==> config.mk <==
export PLATFORM = sky130hd
export DESIGN_NAME = spe_err_classifier
export DESIGN_NICKNAME = d
export VERILOG_FILES = /design/src/shared/spe_pkg.sv /design/src/rtl/spe_retry_ctl.sv /design/src/rtl/spe_err_classifier.sv
export SDC_FILE = /design/constraint.sdc
export NUM_CORES = 1
export LEC_CHECK = 0
export BUFFER_PORTS_ARGS = -buffer_cell sky130_fd_sc_hd__buf_2
export CAP_MARGIN = 20
export CORE_AREA = 2 2 86 150
export DETAILED_ROUTE_END_ITERATION = 7
export DIE_AREA = 0 0 88 152
export PLACE_DENSITY = 0.57
export SETUP_SLACK_MARGIN = 0.2
export SYNTH_ARGS = -nofsm -noshare
export SYNTH_HDL_FRONTEND = slang
export SYNTH_SLANG_ARGS = --single-unit
==> constraint.sdc <==
create_clock -name i_clk_sys -period 2.4 [get_ports i_clk_sys]
set_clock_uncertainty 0.1 [all_clocks]
set_input_delay 0 -clock i_clk_sys [delete_from_list [all_inputs] [get_ports i_clk_sys]]
set_output_delay 0 -clock i_clk_sys [all_outputs]
set_load 0.01 [all_outputs]
==> src/shared/spe_pkg.sv <==
`default_nettype none

package spe_pkg;

  // Status vector bit positions
  localparam int unsigned ST_W   = 6;
  localparam int unsigned ST_HBF = 0;
  localparam int unsigned ST_HBD = 1;
  localparam int unsigned ST_IF  = 2;
  localparam int unsigned ST_INF = 3;
  localparam int unsigned ST_PM  = 4;
  localparam int unsigned ST_TFE = 5;
  localparam logic [5:0]  ST_RST = 6'h00;

  // Link error register bit positions
  localparam int unsigned LE_W   = 4;
  localparam int unsigned LE_P   = 0;
  localparam int unsigned LE_C   = 1;
  localparam int unsigned LE_H   = 2;
  localparam int unsigned LE_B   = 3;
  localparam logic [3:0]  LE_RST = 4'h0;

  // Unknown frame types above this length are illegal
  localparam logic [13:0] UNK_MAX_LEN = 14'h0040;

  // Memory error source codes
  localparam logic [2:0] MSRC_CMD_LIST = 3'h0;
  localparam logic [2:0] MSRC_CMD_FRM  = 3'h1;
  localparam logic [2:0] MSRC_SG_ENTRY = 3'h2;
  localparam logic [2:0] MSRC_DATA     = 3'h3;
  localparam logic [2:0] MSRC_ATAPI    = 3'h4;

  localparam logic [3:0]  DRIVE_RST = 4'h0;
  localparam logic [31:0] SACT_RST  = 32'h0000_0000;

  typedef enum logic [1:0] {
    SPE_ABT_IDLE = 2'b00,
    SPE_ABT_WAIT = 2'b01,
    SPE_ABT_SET  = 2'b11
  } spe_abt_e;

  typedef enum logic [1:0] {
    SPE_RT_IDLE = 2'b00,
    SPE_RT_HOLD = 2'b01,
    SPE_RT_SENT = 2'b11
  } spe_rt_e;

  // {fatal, nonfatal} by frame kind
  function automatic logic [1:0] spe_classify(input logic in_data);
    return in_data ? 2'b10 : 2'b01;
  endfunction : spe_classify

endpackage : spe_pkg

`default_nettype wire

==> src/rtl/spe_retry_ctl.sv <==
`timescale 1ns/100ps
`default_nettype none

module spe_retry_ctl
(
  input  wire logic i_clk_sys,
  input  wire logic i_rst,
  input  wire logic i_port_start,
  input  wire logic i_fail_nondata,
  input  wire logic i_tx_ok,
  input  wire logic i_rx_busy,
  output logic      o_retry,
  output logic      o_pending
);

  spe_pkg::spe_rt_e state_reg;

  always_ff @(posedge i_clk_sys or posedge i_rst)
  begin
    if (i_rst)
      state_reg <= spe_pkg::SPE_RT_IDLE;
    else if (!i_port_start)
      state_reg <= spe_pkg::SPE_RT_IDLE; // [RULE9]
    else
    begin
      case (state_reg)
        spe_pkg::SPE_RT_IDLE:
          if (i_fail_nondata)
            state_reg <= spe_pkg::SPE_RT_HOLD;
        // Incoming frames are served before the resend
        spe_pkg::SPE_RT_HOLD:
          if (!i_rx_busy)
            state_reg <= spe_pkg::SPE_RT_SENT; // [RULE8]
        spe_pkg::SPE_RT_SENT:
          if (i_fail_nondata)
            state_reg <= spe_pkg::SPE_RT_HOLD; // [RULE9]
          else if (i_tx_ok)
            state_reg <= spe_pkg::SPE_RT_IDLE;
        default:
          state_reg <= spe_pkg::SPE_RT_IDLE;
      endcase
    end
  end

  assign o_retry = (state_reg == spe_pkg::SPE_RT_HOLD) && !i_rx_busy && i_port_start;
  assign o_pending = (state_reg != spe_pkg::SPE_RT_IDLE);

  property p_no_retry_busy;
    @(posedge i_clk_sys) disable iff (i_rst)
    i_rx_busy |-> !o_retry;
  endproperty
  a_no_retry_busy: assert property (p_no_retry_busy) else $error("retry during receive"); // [RULE8]

  property p_retry_follows;
    @(posedge i_clk_sys) disable iff (i_rst)
    (i_fail_nondata && i_port_start && state_reg != spe_pkg::SPE_RT_HOLD) ##1
      (!i_rx_busy && i_port_start) |-> o_retry;
  endproperty
  a_retry_follows: assert property (p_retry_follows) else $error("failed frame not resent"); // [RULE9]

endmodule : spe_retry_ctl

`default_nettype wire

==> src/rtl/spe_err_classifier.sv <==
`timescale 1ns/100ps
`default_nettype none

// Contract
// (RULE1) Abort: end transfer, then host fatal status
// (RULE2) Host fatal interrupt needs both enables
// (RULE3) Fetch data error stops the port
// (RULE4) Continuing after data error poisons CRC
// (RULE5) Data error: end transfer, set status
// (RULE6) P, C, H or link drop flag interface
// (RULE7) Data frame fatal, otherwise non-fatal
// (RULE8) Serve incoming frames before resending
// (RULE9) Resend non-Data until success or stop
// (RULE10) Control disparity: reset decoder, no bits
// (RULE11) Decode error: R_ERR, decode bit only
// (RULE12) Link drop: idle; outside frame, no status
// (RULE13) Bad CRC: R_ERR, idle, CRC bit
// (RULE14) Illegal frame: R_ERR, no post, P bit
// (RULE15) Receive overflow: R_ERR, P bit
// (RULE16) Drive R_ERR on transmit: handshake bit
// (RULE17) Busy/request already clear: ignore frame
// (RULE18) Post non-Data only after validation
// (RULE19) Wrong multiplier port: R_OK, discard, status
// (RULE20) Taskfile error with enable: interrupt, stop
// (RULE21) Device-bits error: tags, status, drive record
// (RULE22) Register/setup error: status, halt or record
// (RULE23) Interrupt while enabled status bit set
module spe_err_classifier
(
  input  wire logic        i_clk_sys,
  input  wire logic        i_rst,
  input  wire logic        i_port_start_bit,
  input  wire logic        i_global_interrupt_enable,
  input  wire logic        i_host_bus_fatal_irq_enable,
  input  wire logic        i_host_bus_data_irq_enable,
  input  wire logic        i_if_fatal_irq_enable,
  input  wire logic        i_if_nonfatal_irq_enable,
  input  wire logic        i_pm_irq_enable,
  input  wire logic        i_taskfile_error_irq_enable,
  input  wire logic        i_fbs_enable,
  input  wire logic [5:0]  i_status_clr,
  input  wire logic [3:0]  i_link_error_clr,
  input  wire logic        i_single_drive_error_clr,
  input  wire logic        i_mem_abort,
  input  wire logic        i_mem_data_err,
  input  wire logic [2:0]  i_mem_err_src,
  input  wire logic        i_xfer_active,
  input  wire logic        i_abort_done,
  input  wire logic        i_link_ready_indication,
  input  wire logic        i_rx_sof,
  input  wire logic        i_rx_eof,
  input  wire logic        i_rx_is_data,
  input  wire logic        i_rx_ctrl_disp_err,
  input  wire logic        i_rx_data_char_err,
  input  wire logic        i_rx_crc_bad,
  input  wire logic        i_rx_type_known,
  input  wire logic        i_rx_content_bad,
  input  wire logic [13:0] i_rx_len,
  input  wire logic        i_rx_fifo_overflow,
  input  wire logic [3:0]  i_rx_multiplier_port_field,
  input  wire logic        i_pm_attached,
  input  wire logic [15:0] i_pmp_expected,
  input  wire logic        i_rx_updates_taskfile,
  input  wire logic        i_rx_updates_bsy_drq,
  input  wire logic        i_rx_sets_err,
  input  wire logic        i_rx_is_device_bits_frame,
  input  wire logic        i_rx_is_reg_or_setup,
  input  wire logic [31:0] i_rx_sactive,
  input  wire logic        i_taskfile_busy_flag,
  input  wire logic        i_taskfile_transfer_request_flag,
  input  wire logic        i_tx_active,
  input  wire logic        i_tx_is_data,
  input  wire logic        i_tx_rerr,
  input  wire logic        i_tx_ok,
  output logic             o_abort_req,
  output logic             o_halt,
  output logic             o_crc_poison,
  output logic             o_disp_reset,
  output logic             o_link_to_idle,
  output logic             o_rx_reply_rok,
  output logic             o_rx_reply_rerr,
  output logic             o_rx_post,
  output logic             o_rx_discard,
  output logic             o_tx_retry,
  output logic             o_retry_pending,
  output logic             o_host_bus_fatal_status,
  output logic             o_host_bus_data_error_status,
  output logic             o_fatal_interface_error_status,
  output logic             o_nonfatal_interface_error_status,
  output logic             o_port_multiplier_error_status,
  output logic             o_taskfile_error_status,
  output logic [3:0]       o_link_error_register,
  output logic             o_taskfile_error_flag,
  output logic [31:0]      o_active_tag_register,
  output logic [3:0]       o_failing_drive_field,
  output logic             o_single_drive_error_flag,
  output logic             o_irq
);

  spe_pkg::spe_abt_e abt_reg;
  logic              abt_fatal_reg;
  logic              in_frame_reg;
  logic              rx_data_reg;
  logic              dec_err_reg;
  logic              ovf_reg;
  logic              ready_reg;
  logic [5:0]        status_reg;
  logic [5:0]        status_next;
  logic [5:0]        st_set;
  logic [5:0]        st_en;
  logic [3:0]        le_reg;
  logic [3:0]        le_set;
  logic [1:0]        if_cls;
  logic              eof_w;
  logic              dec_any;
  logic              ovf_any;
  logic              illegal;
  logic              rx_bad;
  logic              pmp_bad;
  logic              ignore_frm;
  logic              accept;
  logic              link_drop;
  logic              tf_upd;
  logic              tfe_set;
  logic              fetch_err;
  logic              data_err;
  logic              fail_nd;

  // Frame tracking and error latches
  assign eof_w = i_rx_eof && in_frame_reg;
  assign dec_any = dec_err_reg || (i_rx_data_char_err && in_frame_reg);
  assign ovf_any = ovf_reg || (i_rx_fifo_overflow && in_frame_reg);
  assign illegal = i_rx_type_known ? i_rx_content_bad : (i_rx_len > spe_pkg::UNK_MAX_LEN); // [RULE14]
  assign rx_bad = i_rx_crc_bad || illegal || ovf_any || dec_any;
  assign pmp_bad = i_pm_attached && !i_pmp_expected[i_rx_multiplier_port_field];
  assign ignore_frm = i_rx_updates_bsy_drq && !i_taskfile_busy_flag
                      && !i_taskfile_transfer_request_flag; // [RULE17]
  assign accept = eof_w && !rx_bad && !pmp_bad && !ignore_frm;
  assign link_drop = ready_reg && !i_link_ready_indication;

  always_ff @(posedge i_clk_sys or posedge i_rst)
  begin
    if (i_rst)
    begin
      in_frame_reg <= 1'b0;
      rx_data_reg  <= 1'b0;
      ready_reg    <= 1'b0;
    end
    else
    begin
      ready_reg <= i_link_ready_indication;
      if (!i_link_ready_indication || i_rx_eof)
        in_frame_reg <= 1'b0;
      else if (i_rx_sof)
        in_frame_reg <= 1'b1;
      if (i_rx_sof)
        rx_data_reg <= i_rx_is_data;
    end
  end

  // Outside a frame these events are dropped on purpose
  always_ff @(posedge i_clk_sys or posedge i_rst)
  begin
    if (i_rst)
    begin
      dec_err_reg <= 1'b0;
      ovf_reg     <= 1'b0;
    end
    else if (i_rx_sof || i_rx_eof || !i_link_ready_indication)
    begin
      dec_err_reg <= 1'b0;
      ovf_reg     <= 1'b0;
    end
    else
    begin
      dec_err_reg <= dec_any; // [RULE11]
      ovf_reg     <= ovf_any; // [RULE15]
    end
  end

  // Frame-end replies and link-side pulses
  always_ff @(posedge i_clk_sys or posedge i_rst)
  begin
    if (i_rst)
    begin
      o_rx_reply_rok  <= 1'b0;
      o_rx_reply_rerr <= 1'b0;
      o_rx_post       <= 1'b0;
      o_rx_discard    <= 1'b0;
      o_link_to_idle  <= 1'b0;
      o_disp_reset    <= 1'b0;
    end
    else
    begin
      o_rx_reply_rerr <= eof_w && rx_bad; // [RULE11] [RULE13] [RULE14] [RULE15]
      o_rx_reply_rok  <= eof_w && !rx_bad; // [RULE17] [RULE19]
      // Data frames stream to memory; only non-Data waits here
      o_rx_post       <= accept && !rx_data_reg; // [RULE18]
      o_rx_discard    <= eof_w && !accept; // [RULE14] [RULE19]
      o_link_to_idle  <= link_drop || (eof_w && (i_rx_crc_bad || illegal)); // [RULE12] [RULE13]
      o_disp_reset    <= i_rx_ctrl_disp_err; // [RULE10]
    end
  end

  // Link error register, set wins over clear
  always_comb
  begin
    le_set        = '0;
    le_set[spe_pkg::LE_P] = eof_w && (illegal || ovf_any); // [RULE14] [RULE15]
    le_set[spe_pkg::LE_C] = eof_w && i_rx_crc_bad; // [RULE13]
    le_set[spe_pkg::LE_H] = i_tx_rerr; // [RULE16]
    le_set[spe_pkg::LE_B] = eof_w && dec_any; // [RULE11]
  end

  always_ff @(posedge i_clk_sys or posedge i_rst)
  begin
    if (i_rst)
      le_reg <= spe_pkg::LE_RST;
    else
      le_reg <= (le_reg & ~i_link_error_clr) | le_set;
  end

  // Interface error class; decode error alone flags nothing
  always_comb
  begin
    if_cls = 2'b00;
    if (eof_w && (i_rx_crc_bad || illegal || ovf_any))
      if_cls = if_cls | spe_pkg::spe_classify(rx_data_reg); // [RULE6] [RULE7]
    if (i_tx_rerr)
      if_cls = if_cls | spe_pkg::spe_classify(i_tx_is_data); // [RULE6] [RULE7]
    if (link_drop && (in_frame_reg || i_tx_active))
      if_cls = if_cls | spe_pkg::spe_classify(in_frame_reg ? rx_data_reg : i_tx_is_data); // [RULE12]
  end

  // Memory abort sequencing
  always_ff @(posedge i_clk_sys or posedge i_rst)
  begin
    if (i_rst)
    begin
      abt_reg       <= spe_pkg::SPE_ABT_IDLE;
      abt_fatal_reg <= 1'b0;
    end
    else
    begin
      case (abt_reg)
        spe_pkg::SPE_ABT_IDLE:
          if (i_mem_abort || i_mem_data_err)
          begin
            abt_fatal_reg <= i_mem_abort;
            abt_reg <= i_xfer_active ? spe_pkg::SPE_ABT_WAIT : spe_pkg::SPE_ABT_SET;
          end
        spe_pkg::SPE_ABT_WAIT:
          if (i_abort_done)
            abt_reg <= spe_pkg::SPE_ABT_SET; // [RULE1] [RULE5]
        spe_pkg::SPE_ABT_SET:
          abt_reg <= spe_pkg::SPE_ABT_IDLE;
        default:
          abt_reg <= spe_pkg::SPE_ABT_IDLE;
      endcase
    end
  end

  assign o_abort_req = (abt_reg == spe_pkg::SPE_ABT_WAIT);

  // Taskfile and device-bits handling
  assign tf_upd = accept && i_rx_updates_taskfile;
  assign tfe_set = tf_upd && i_rx_sets_err && (i_rx_is_device_bits_frame || i_rx_is_reg_or_setup);

  always_ff @(posedge i_clk_sys or posedge i_rst)
  begin
    if (i_rst)
    begin
      o_taskfile_error_flag <= 1'b0;
      o_active_tag_register <= spe_pkg::SACT_RST;
    end
    else
    begin
      if (tf_upd)
        o_taskfile_error_flag <= i_rx_sets_err;
      if (accept && i_rx_is_device_bits_frame)
        o_active_tag_register <= i_rx_sactive; // [RULE21]
    end
  end

  always_ff @(posedge i_clk_sys or posedge i_rst)
  begin
    if (i_rst)
    begin
      o_failing_drive_field     <= spe_pkg::DRIVE_RST;
      o_single_drive_error_flag <= 1'b0;
    end
    else if (tfe_set && i_fbs_enable)
    begin
      o_failing_drive_field     <= i_rx_multiplier_port_field; // [RULE21] [RULE22]
      o_single_drive_error_flag <= 1'b1;
    end
    else if (i_single_drive_error_clr)
      o_single_drive_error_flag <= 1'b0;
  end

  // Halt and poison, released by clearing the start bit
  assign fetch_err = i_mem_data_err && (i_mem_err_src == spe_pkg::MSRC_CMD_LIST
                     || i_mem_err_src == spe_pkg::MSRC_CMD_FRM
                     || i_mem_err_src == spe_pkg::MSRC_SG_ENTRY);
  assign data_err = i_mem_data_err && (i_mem_err_src == spe_pkg::MSRC_DATA
                    || i_mem_err_src == spe_pkg::MSRC_ATAPI);

  always_ff @(posedge i_clk_sys or posedge i_rst)
  begin
    if (i_rst)
      o_halt <= 1'b0;
    else if (fetch_err // [RULE3]
             || if_cls[1] // [RULE9]
             || (tfe_set && i_rx_is_reg_or_setup && !i_fbs_enable) // [RULE22]
             || (tf_upd && i_rx_sets_err && i_taskfile_error_irq_enable)) // [RULE20]
      o_halt <= 1'b1;
    else if (!i_port_start_bit)
      o_halt <= 1'b0;
  end

  // This design keeps running after a data error, so poison instead
  always_ff @(posedge i_clk_sys or posedge i_rst)
  begin
    if (i_rst)
      o_crc_poison <= 1'b0;
    else if (data_err && i_port_start_bit)
      o_crc_poison <= 1'b1; // [RULE4]
    else if (!i_port_start_bit)
      o_crc_poison <= 1'b0;
  end

  // Status bits and interrupt
  always_comb
  begin
    st_set                  = '0;
    st_set[spe_pkg::ST_HBF] = (abt_reg == spe_pkg::SPE_ABT_SET) && abt_fatal_reg; // [RULE1]
    st_set[spe_pkg::ST_HBD] = (abt_reg == spe_pkg::SPE_ABT_SET) && !abt_fatal_reg; // [RULE5]
    st_set[spe_pkg::ST_IF]  = if_cls[1]; // [RULE6]
    st_set[spe_pkg::ST_INF] = if_cls[0]; // [RULE6]
    st_set[spe_pkg::ST_PM]  = eof_w && !rx_bad && pmp_bad; // [RULE19]
    st_set[spe_pkg::ST_TFE] = tfe_set; // [RULE21] [RULE22]
  end

  assign status_next = (status_reg & ~i_status_clr) | st_set;
  assign st_en = {i_taskfile_error_irq_enable, i_pm_irq_enable, i_if_nonfatal_irq_enable,
                  i_if_fatal_irq_enable, i_host_bus_data_irq_enable, i_host_bus_fatal_irq_enable};

  always_ff @(posedge i_clk_sys or posedge i_rst)
  begin
    if (i_rst)
    begin
      status_reg <= spe_pkg::ST_RST;
      o_irq      <= 1'b0;
    end
    else
    begin
      status_reg <= status_next;
      o_irq      <= i_global_interrupt_enable && |(status_next & st_en); // [RULE2] [RULE20] [RULE23]
    end
  end

  assign o_host_bus_fatal_status          = status_reg[spe_pkg::ST_HBF];
  assign o_host_bus_data_error_status     = status_reg[spe_pkg::ST_HBD];
  assign o_fatal_interface_error_status   = status_reg[spe_pkg::ST_IF];
  assign o_nonfatal_interface_error_status = status_reg[spe_pkg::ST_INF];
  assign o_port_multiplier_error_status   = status_reg[spe_pkg::ST_PM];
  assign o_taskfile_error_status          = status_reg[spe_pkg::ST_TFE];
  assign o_link_error_register            = le_reg;

  // Retry of failed non-Data frames
  assign fail_nd = (i_tx_rerr || (link_drop && i_tx_active)) && !i_tx_is_data;

  spe_retry_ctl u_retry
  (
    .i_clk_sys      (i_clk_sys),
    .i_rst          (i_rst),
    .i_port_start   (i_port_start_bit),
    .i_fail_nondata (fail_nd),
    .i_tx_ok        (i_tx_ok),
    .i_rx_busy      (in_frame_reg || i_rx_sof || o_rx_post),
    .o_retry        (o_tx_retry),
    .o_pending      (o_retry_pending)
  );

  property p_hbf_after_done;
    @(posedge i_clk_sys) disable iff (i_rst)
    (abt_reg == spe_pkg::SPE_ABT_WAIT && i_abort_done && abt_fatal_reg) |-> ##2 o_host_bus_fatal_status;
  endproperty
  a_hbf_after_done: assert property (p_hbf_after_done) else $error("fatal status late"); // [RULE1]

  property p_hbf_irq;
    @(posedge i_clk_sys) disable iff (i_rst)
    (status_reg[spe_pkg::ST_HBF] && !i_status_clr[spe_pkg::ST_HBF] && i_host_bus_fatal_irq_enable
      && i_global_interrupt_enable) |=> o_irq;
  endproperty
  a_hbf_irq: assert property (p_hbf_irq) else $error("missing fatal interrupt"); // [RULE2]

  property p_fetch_halt;
    @(posedge i_clk_sys) disable iff (i_rst)
    fetch_err |=> o_halt;
  endproperty
  a_fetch_halt: assert property (p_fetch_halt) else $error("fetch error did not halt"); // [RULE3]

  property p_poison;
    @(posedge i_clk_sys) disable iff (i_rst)
    (data_err && i_port_start_bit) |=> o_crc_poison [*2];
  endproperty
  a_poison: assert property (p_poison) else $error("CRC not poisoned"); // [RULE4]

  property p_nd_nonfatal;
    @(posedge i_clk_sys) disable iff (i_rst)
    (i_tx_rerr && !i_tx_is_data) |=> o_nonfatal_interface_error_status && o_link_error_register[spe_pkg::LE_H];
  endproperty
  a_nd_nonfatal: assert property (p_nd_nonfatal) else $error("non-Data failure misclassified"); // [RULE7]

  property p_k283;
    @(posedge i_clk_sys) disable iff (i_rst)
    i_rx_ctrl_disp_err |=> o_disp_reset;
  endproperty
  a_k283: assert property (p_k283) else $error("decoder disparity not reset"); // [RULE10]

  property p_decode_only;
    @(posedge i_clk_sys) disable iff (i_rst)
    (eof_w && dec_any && !i_rx_crc_bad && !illegal && !ovf_any && !i_tx_rerr && !link_drop
      && i_status_clr == 6'h00) |=> o_rx_reply_rerr && $stable(status_reg);
  endproperty
  a_decode_only: assert property (p_decode_only) else $error("decode error set status"); // [RULE11]

  property p_crc;
    @(posedge i_clk_sys) disable iff (i_rst)
    (eof_w && i_rx_crc_bad) |=> o_rx_reply_rerr && o_link_to_idle && o_link_error_register[spe_pkg::LE_C];
  endproperty
  a_crc: assert property (p_crc) else $error("CRC error handling wrong"); // [RULE13]

  property p_ignore;
    @(posedge i_clk_sys) disable iff (i_rst)
    (eof_w && ignore_frm && !rx_bad) |=> o_rx_reply_rok && !o_rx_post;
  endproperty
  a_ignore: assert property (p_ignore) else $error("idle-status frame not ignored"); // [RULE17]

  property p_pmp;
    @(posedge i_clk_sys) disable iff (i_rst)
    (eof_w && pmp_bad && !rx_bad) |=> o_rx_reply_rok && o_rx_discard && o_port_multiplier_error_status;
  endproperty
  a_pmp: assert property (p_pmp) else $error("multiplier port mismatch missed"); // [RULE19]

  c_abort: cover property (@(posedge i_clk_sys) disable iff (i_rst) o_abort_req ##[1:20] o_host_bus_fatal_status);
  c_retry: cover property (@(posedge i_clk_sys) disable iff (i_rst) o_retry_pending ##[1:20] o_tx_retry);
  c_tfe:   cover property (@(posedge i_clk_sys) disable iff (i_rst) tfe_set ##1 o_irq);

endmodule : spe_err_classifier

`default_nettype wire

# Word level (Yosys, flattened, before mapping)
# Cells that the tools add are included.
[totals]
output_inout_bits = 60
ff_bits = 67
inputBits = 117
elab_cells = 161
[classes]
n_bitwise = 9
n_reduce_logical = 83
magnitude_cmp = 2
eq_ne = 15
muxes = 29
[op_table]
columns = ["operator", "n"]
rows = [
  ["$logic_and A1 B1 Y1", 38],
  ["$mux W2", 14],
  ["$logic_or A1 B1 Y1", 22],
  ["$gt A14 B7 Y1 const B", 1],
  ["$logic_not A1 Y1", 13],
  ["$and A6 B6 Y6", 2],
  ["$mux W1", 12],
  ["$eq A3 B2 Y1 const B", 2],
  ["$ne A3 B3 Y1 const B", 2],
  ["$not A6 Y6", 1],
  ["$or A6 B6 Y6", 1],
  ["$pmux W2 S3", 1],
  ["$reduce_bool A2 Y1", 3],
  ["$reduce_or A6 Y1", 1],
  ["$lt A4 B5 Y1 const B", 1],
  ["$and A4 B4 Y4", 1],
  ["$bmux W1 S4", 1],
  ["$eq A2 B1 Y1 const B", 2],
  ["$eq A2 B2 Y1 const B", 2],
  ["$logic_not A2 Y1", 2],
  ["$ne A2 B1 Y1 const B", 2],
  ["$ne A2 B2 Y1 const B", 2],
  ["$ne A4 B4 Y1 const B", 1],
  ["$not A4 Y4", 1],
  ["other kinds (8)", 10],
]

# Depth between registers and ports, before layout
[logic_depth]
depth_word = 17
mapped_depth = 8

# Cells and area by module
# From an unflattened synthesis, not the netlist that was laid out.
[unflattened]
cells_unflattened = 245
area_unflattened_um2 = 3057.9
[modules_own_cells]
columns = ["module", "area_each_um2", "cells_per_inst", "instances"]
rows = [
  ["spe_err_classifier", 2940.3, 233, 1],
  ["spe_retry_ctl", 117.6, 12, 1],
]

# Least setup slack after synthesis
# No wires, ideal clock.
[synth_path]
kind = "input to register"
startpoint = "input i_rx_len[0]"
endpoint = "register o_active_tag_register[0]"
path_buffers = 1
setup_time_ns = 0.125
stages = 7
required_time_ns = 2.175
arrival_time_ns = 1.887
setup_slack_ns = 0.288
path_cell_list = "or4_1 > o311ai_2 > nand3_2 > nor3b_2 > nand3_4 > buf_6 > mux2_4"
[synth_via]
elab_chain_cells = 10
[synth_lines]
columns = ["element", "line_no", "text"]
rows = [
  ["start: declaration", "spe_err_classifier.sv:58", "input wire logic [13:0] i_rx_len,"],
  ["$gt A14 B7 Y1", "spe_err_classifier.sv:133", "assign illegal = i_rx_type_known ? i_rx_content_bad : (i_rx_len > spe_pkg::UNK_MAX_LEN);"],
  ["$mux W1", "spe_err_classifier.sv:133", ""],
  ["$logic_or A1 B1 Y1 (3 in a row)", "spe_err_classifier.sv:134", "assign rx_bad = i_rx_crc_bad || illegal || ovf_any || dec_any;"],
  ["$logic_not A1 Y1", "spe_err_classifier.sv:138", "assign accept = eof_w && !rx_bad && !pmp_bad && !ignore_frm;"],
  ["$logic_and A1 B1 Y1 (3 in a row)", "spe_err_classifier.sv:138", ""],
  ["$logic_and A1 B1 Y1", "spe_err_classifier.sv:280", "if (accept && i_rx_is_device_bits_frame)"],
  ["end signal: assignment", "spe_err_classifier.sv:274", "o_active_tag_register <= spe_pkg::SACT_RST;"],
  ["end signal: assignment", "spe_err_classifier.sv:281", "o_active_tag_register <= i_rx_sactive;"],
  ["end: declaration", "spe_err_classifier.sv:94", "output logic [31:0] o_active_tag_register,"],
]
# Every way passes these cells.
# A chain may end at the register's enable or synchronous reset.

# Worst setup path after layout
[layout_path]
startpoint = "input i_rx_len[0]"
endpoint = "register status_reg[4]"
[layout_via]
elab_chain_cells = 9
[layout_lines]
columns = ["element", "line_no", "text"]
rows = [
  ["$gt A14 B7 Y1", "spe_err_classifier.sv:133", ""],
  ["$mux W1", "spe_err_classifier.sv:133", ""],
  ["$logic_or A1 B1 Y1 (3 in a row)", "spe_err_classifier.sv:134", ""],
  ["$logic_not A1 Y1", "spe_err_classifier.sv:340", "st_set[spe_pkg::ST_PM] = eof_w && !rx_bad && pmp_bad;"],
  ["$logic_and A1 B1 Y1 (2 in a row)", "spe_err_classifier.sv:340", ""],
  ["$or A6 B6 Y6", "spe_err_classifier.sv:344", "assign status_next = (status_reg & ~i_status_clr) | st_set;"],
  ["via status_next[4]", "spe_err_classifier.sv:108", "logic [5:0] status_next;"],
  ["end signal: assignment", "spe_err_classifier.sv:352", "status_reg <= spe_pkg::ST_RST;"],
  ["end signal: assignment", "spe_err_classifier.sv:357", "status_reg <= status_next;"],
  ["end: declaration", "spe_err_classifier.sv:107", "logic [5:0] status_reg;"],
]
# The timed path passes the listed nets, and every way through them passes these cells.

==> flow_results.xml <==
<?xml version="1.0" encoding="UTF-8"?>
<metrics>
  <group name="drt">
    <metric name="finalWirelength" unit="um">10100</metric>
    <metric name="dr.pass1.iters" unit="">4</metric>
    <metric name="drtAntennaViolNets" unit="">0</metric>
    <metric name="dr.first_iter.drc_count" unit="">66</metric>
    <metric name="route.detailed.wl_per_inst" unit="um">14.5</metric>
    <metric name="avgViaCountPerCell" unit="">4.42</metric>
    <metric name="post-route-drc-count" unit="">0</metric>
    <metric name="detailroute.via_count" unit="">3056</metric>
  </group>
  <group name="floorplan">
    <metric name="die_area" unit="sq um">13400</metric>
    <metric name="core-area" unit="sq um">12200</metric>
    <metric name="chipHeight" unit="um">152</metric>
    <metric name="cell_row_count" unit="">54</metric>
    <metric name="num_io_pins" unit="">177</metric>
    <metric name="start_util" unit="">0.255</metric>
    <metric name="floorplan.die.width" unit="um">88</metric>
  </group>
  <group name="finish">
    <metric name="fin_util" unit="">0.444</metric>
    <metric name="top_library_cells_by_usage_in_the_layout_fill_and_taps_aside" unit="">176 x sky130_fd_sc_hd__buf_2, 84 x sky130_fd_sc_hd__dlygate4sd3_1, 66 x sky130_fd_sc_hd__dfrtp_1, 31 x sky130_fd_sc_hd__mux2_4, 18 x sky130_fd_sc_hd__inv_1</metric>
    <metric name="post_layout_nonfiller_instances" unit="">692</metric>
    <metric name="final_layout_net_count" unit="">637</metric>
    <metric name="diodes" unit="">0</metric>
    <metric name="final_design_area_no_fill" unit="sq um">5430</metric>
    <metric name="post_route_cells_drive_above_1_share" unit="">0.475</metric>
    <metric name="final_common_cell" unit="">sky130_fd_sc_hd__buf_2</metric>
    <metric name="syn2layout_area_growth" unit="%">74.5</metric>
    <metric name="largest_reg_flops" unit="">32</metric>
  </group>
  <group name="synth">
    <metric name="netlist-cell-type-count" unit="">48</metric>
    <metric name="synth_top_area_frac" unit="">0.539</metric>
    <metric name="ys_dominant_reg_cell" unit="">sky130_fd_sc_hd__dfrtp_1</metric>
    <metric name="post_synth_and_or_nand_nor_area_fraction" unit="">0.112</metric>
    <metric name="synthesis.instances" unit="">247</metric>
    <metric name="yosysTopAreaCell" unit="">sky130_fd_sc_hd__dfrtp_1</metric>
    <metric name="post_synth_mux_area_share" unit="">0.207</metric>
    <metric name="number_of_flops_mapped_to_enable_cells_by_yosys" unit="">0</metric>
    <metric name="post_synthesis_average_cell_area" unit="sq um">12.6</metric>
    <metric name="synth_xor_xnor_area_share" unit="">0</metric>
    <metric name="synth_top_family_by_area" unit="">multiplexers</metric>
    <metric name="synth_fa_ha_area_frac" unit="">0</metric>
    <metric name="asyncSetResetFlopFracSynth" unit="">1.00</metric>
    <metric name="synth_seq_cells" unit="">67</metric>
    <metric name="synth.net_count" unit="">364</metric>
    <metric name="synthesis.area" unit="sq um">3110</metric>
    <metric name="yosys-top-cells-area" unit="">sky130_fd_sc_hd__dfrtp_1 54%, sky130_fd_sc_hd__mux2_4 14%, sky130_fd_sc_hd__mux2_2 2.9%</metric>
    <metric name="synth-compound-area-share" unit="">0.105</metric>
    <metric name="synth-seq-area-share" unit="">0.539</metric>
    <metric name="ys_warn_count" unit="">0</metric>
  </group>
  <group name="global_route">
    <metric name="grt_start_max_net_pins" unit="">41</metric>
    <metric name="grt_usage" unit="">0.154</metric>
    <metric name="grt_antenna_before_repair" unit="">0</metric>
    <metric name="first_pass_grt_wire_length" unit="um">15600</metric>
    <metric name="globalRouteOverflowTotal" unit="">0</metric>
    <metric name="number_of_global_route_vias_before_repair" unit="">3280</metric>
  </group>
  <group name="place">
    <metric name="place_inst" unit="">590</metric>
    <metric name="dpl_cell_area" unit="sq um">4220</metric>
    <metric name="place.detailed.hpwl" unit="um">7170</metric>
    <metric name="globalplace.congestion" unit="">0.755</metric>
    <metric name="buffer_ports.inserted" unit="">176</metric>
  </group>
  <group name="worst_setup_path">
    <metric name="critical_setup_path_class" unit="">in2reg</metric>
    <metric name="startpoint_type" unit="">input port</metric>
    <metric name="worst_r2r_startpoint" unit="">in_frame_reg$_DFFE_PP0P_</metric>
    <metric name="worst-endpoint-arrival" unit="ps">2280</metric>
    <metric name="rr_endpoint" unit="">o_active_tag_register[1]$_DFFE_PP0P_</metric>
    <metric name="r2r_slack" unit="ps">340</metric>
    <metric name="crit_path_end_kind" unit="">flop</metric>
    <metric name="worstSetupStartpoint" unit="">i_rx_len[0]</metric>
    <metric name="reg2reg_depth" unit="">7</metric>
    <metric name="crit_fanout" unit="">3</metric>
    <metric name="critical_path_capture_point" unit="">status_reg[4]$_DFF_PP0_</metric>
    <metric name="critical_path_required" unit="ps">2560</metric>
  </group>
  <group name="pwr">
    <metric name="power_density" unit="nW/um^2">603</metric>
    <metric name="post-layout-total-power" unit="mW">3.28</metric>
    <metric name="cellLeakagePower" unit="nW">2.93</metric>
    <metric name="max-vdd-ir-drop" unit="mV">0.367</metric>
  </group>
  <group name="flow_run">
    <metric name="cap_violations" unit="">0</metric>
  </group>
  <group name="clocking">
    <metric name="cts_tree" unit="">built</metric>
    <metric name="cts-buffers-inserted" unit="">9</metric>
    <metric name="cts-root-to-sink-buffers" unit="">2</metric>
    <metric name="clock_latency" unit="ps">330</metric>
    <metric name="cts.sinks" unit="">67</metric>
    <metric name="clk_pin_slew_worst_paths" unit="ps">60</metric>
    <metric name="cts-root-buf" unit="">sky130_fd_sc_hd__clkbuf_16</metric>
    <metric name="cts_max_level" unit="">3</metric>
  </group>
  <group name="sta">
    <metric name="finalCritPeriodShare" unit="">0.881</metric>
    <metric name="totalNegativeSetupSlack" unit="ps">0</metric>
    <metric name="max_slew_margin" unit="">0.576</metric>
    <metric name="fmax" unit="MHz">473</metric>
    <metric name="setup_repair_after_global_routing_missed_its_margin" unit="">yes</metric>
    <metric name="final_slew_violations" unit="">0</metric>
    <metric name="max_slew.worst_pin.slew" unit="ps">635</metric>
    <metric name="setup-violations-final" unit="">0</metric>
    <metric name="min_tclk_post_route" unit="ps">2120</metric>
    <metric name="timing_hold_violations_final" unit="">0</metric>
  </group>
  <group name="run_status">
    <metric name="status" unit="">complete, no violations</metric>
  </group>
  <group name="hold_path">
    <metric name="hold_crit_path_type" unit="">in2reg</metric>
  </group>
</metrics>
==> worst min-delay path by stage <==
stage	from	to	slack (ps)	cells after the start
after global routing	i_fbs_enable	o_halt$_DFFE_PP0P_	60	4
after detailed placement	i_rx_ctrl_disp_err	o_disp_reset$_DFF_PP0_	10	1
after CTS	i_tx_is_data	u_retry.state_reg[0]$_DFFE_PP0P_	6	4
after floorplan	i_rx_ctrl_disp_err	o_disp_reset$_DFF_PP0_	-70	0
after global placement	i_rst	o_active_tag_register[2]$_DFFE_PP0P_	9	2
final	i_tx_is_data	u_retry.state_reg[0]$_DFFE_PP0P_	30	4
==> timing repair <==
item                       4_1_cts  5_1_grt
setup endpoints to repair        2       37
resized for setup                1        6
gates cloned                     0        0
buffers inserted                 0        3
hold endpoints to repair        94        0
pin swaps                        0        2
hold buffers                    84        0
==> cell type report <==
type / count / area, sq um
clock inverter: 5 / 86.3
inverter: 19 / 71.3
sequential: 67 / 1680
fill: 1143 / 6800
timing repair buffer: 268 / 1800
tap: 168 / 210
multi-input combinational: 155 / 1350
clock buffer: 10 / 229
==> per-stage QoR <==
step / hold WS [ps] / setup WS [ps]
after detailed placement: 12.3 / 38.2
after floorplan: -68.6 / 288
after global placement: 8.57 / 110
final: 28.9 / 285
after global routing: 56.8 / 199
after CTS: 6.15 / 233
==> layer usage <==
layer,GRT usage,vias to the layer above,share of wire,routed length (um)
met1,0.148,1455,0.35,3570
met4,0.0960,0,0.049,490
met5,0,-,0,0
met2,0.281,128,0.54,5430
met3,0.0364,33,0.057,575
li1,-,1440,-,-
==> synthesized netlist by cell type, types with 4 or more instances <==
cell type	count
sky130_fd_sc_hd__dfrtp_1	67
sky130_fd_sc_hd__mux2_4	30
sky130_fd_sc_hd__inv_1	19
sky130_fd_sc_hd__o21ai_0	14
sky130_fd_sc_hd__nand2_1	13
sky130_fd_sc_hd__nor2_1	13
sky130_fd_sc_hd__mux2_2	8
sky130_fd_sc_hd__mux2i_1	8
sky130_fd_sc_hd__a21oi_1	6
sky130_fd_sc_hd__nor2b_1	6
sky130_fd_sc_hd__nand3_1	5
sky130_fd_sc_hd__o22ai_1	4
sky130_fd_sc_hd__or4_1	4
==> where the power goes <==
group          switching, mW  total (mW)  leakage, nW  internal, mW
Combinational          0.255       0.592         1.88         0.337
Clock                  0.491        1.40        0.154         0.913
Sequential            0.0700        1.28        0.900          1.21
Total                  0.817        3.28         2.93          2.46
==> logic make-up after synthesis <==
| logic type | after synthesis |
|---|---|
| DFF | 67 |
| AOI/OAI and AO/OA | 47 |
| muxes | 47 |
| and+or+nand+nor | 61 |
| buffers and inverters | 25 |
==> worst max-delay path: stages <==
cell	delay [ps]
sky130_fd_sc_hd__buf_2	100
sky130_fd_sc_hd__or4_1	570
sky130_fd_sc_hd__o311ai_4	250
sky130_fd_sc_hd__nand2_1	130
sky130_fd_sc_hd__or4_4	550
sky130_fd_sc_hd__o22ai_1	120
sky130_fd_sc_hd__dlygate4sd3_1	560
No activity file was read; power rests on OpenSTA's default activity.
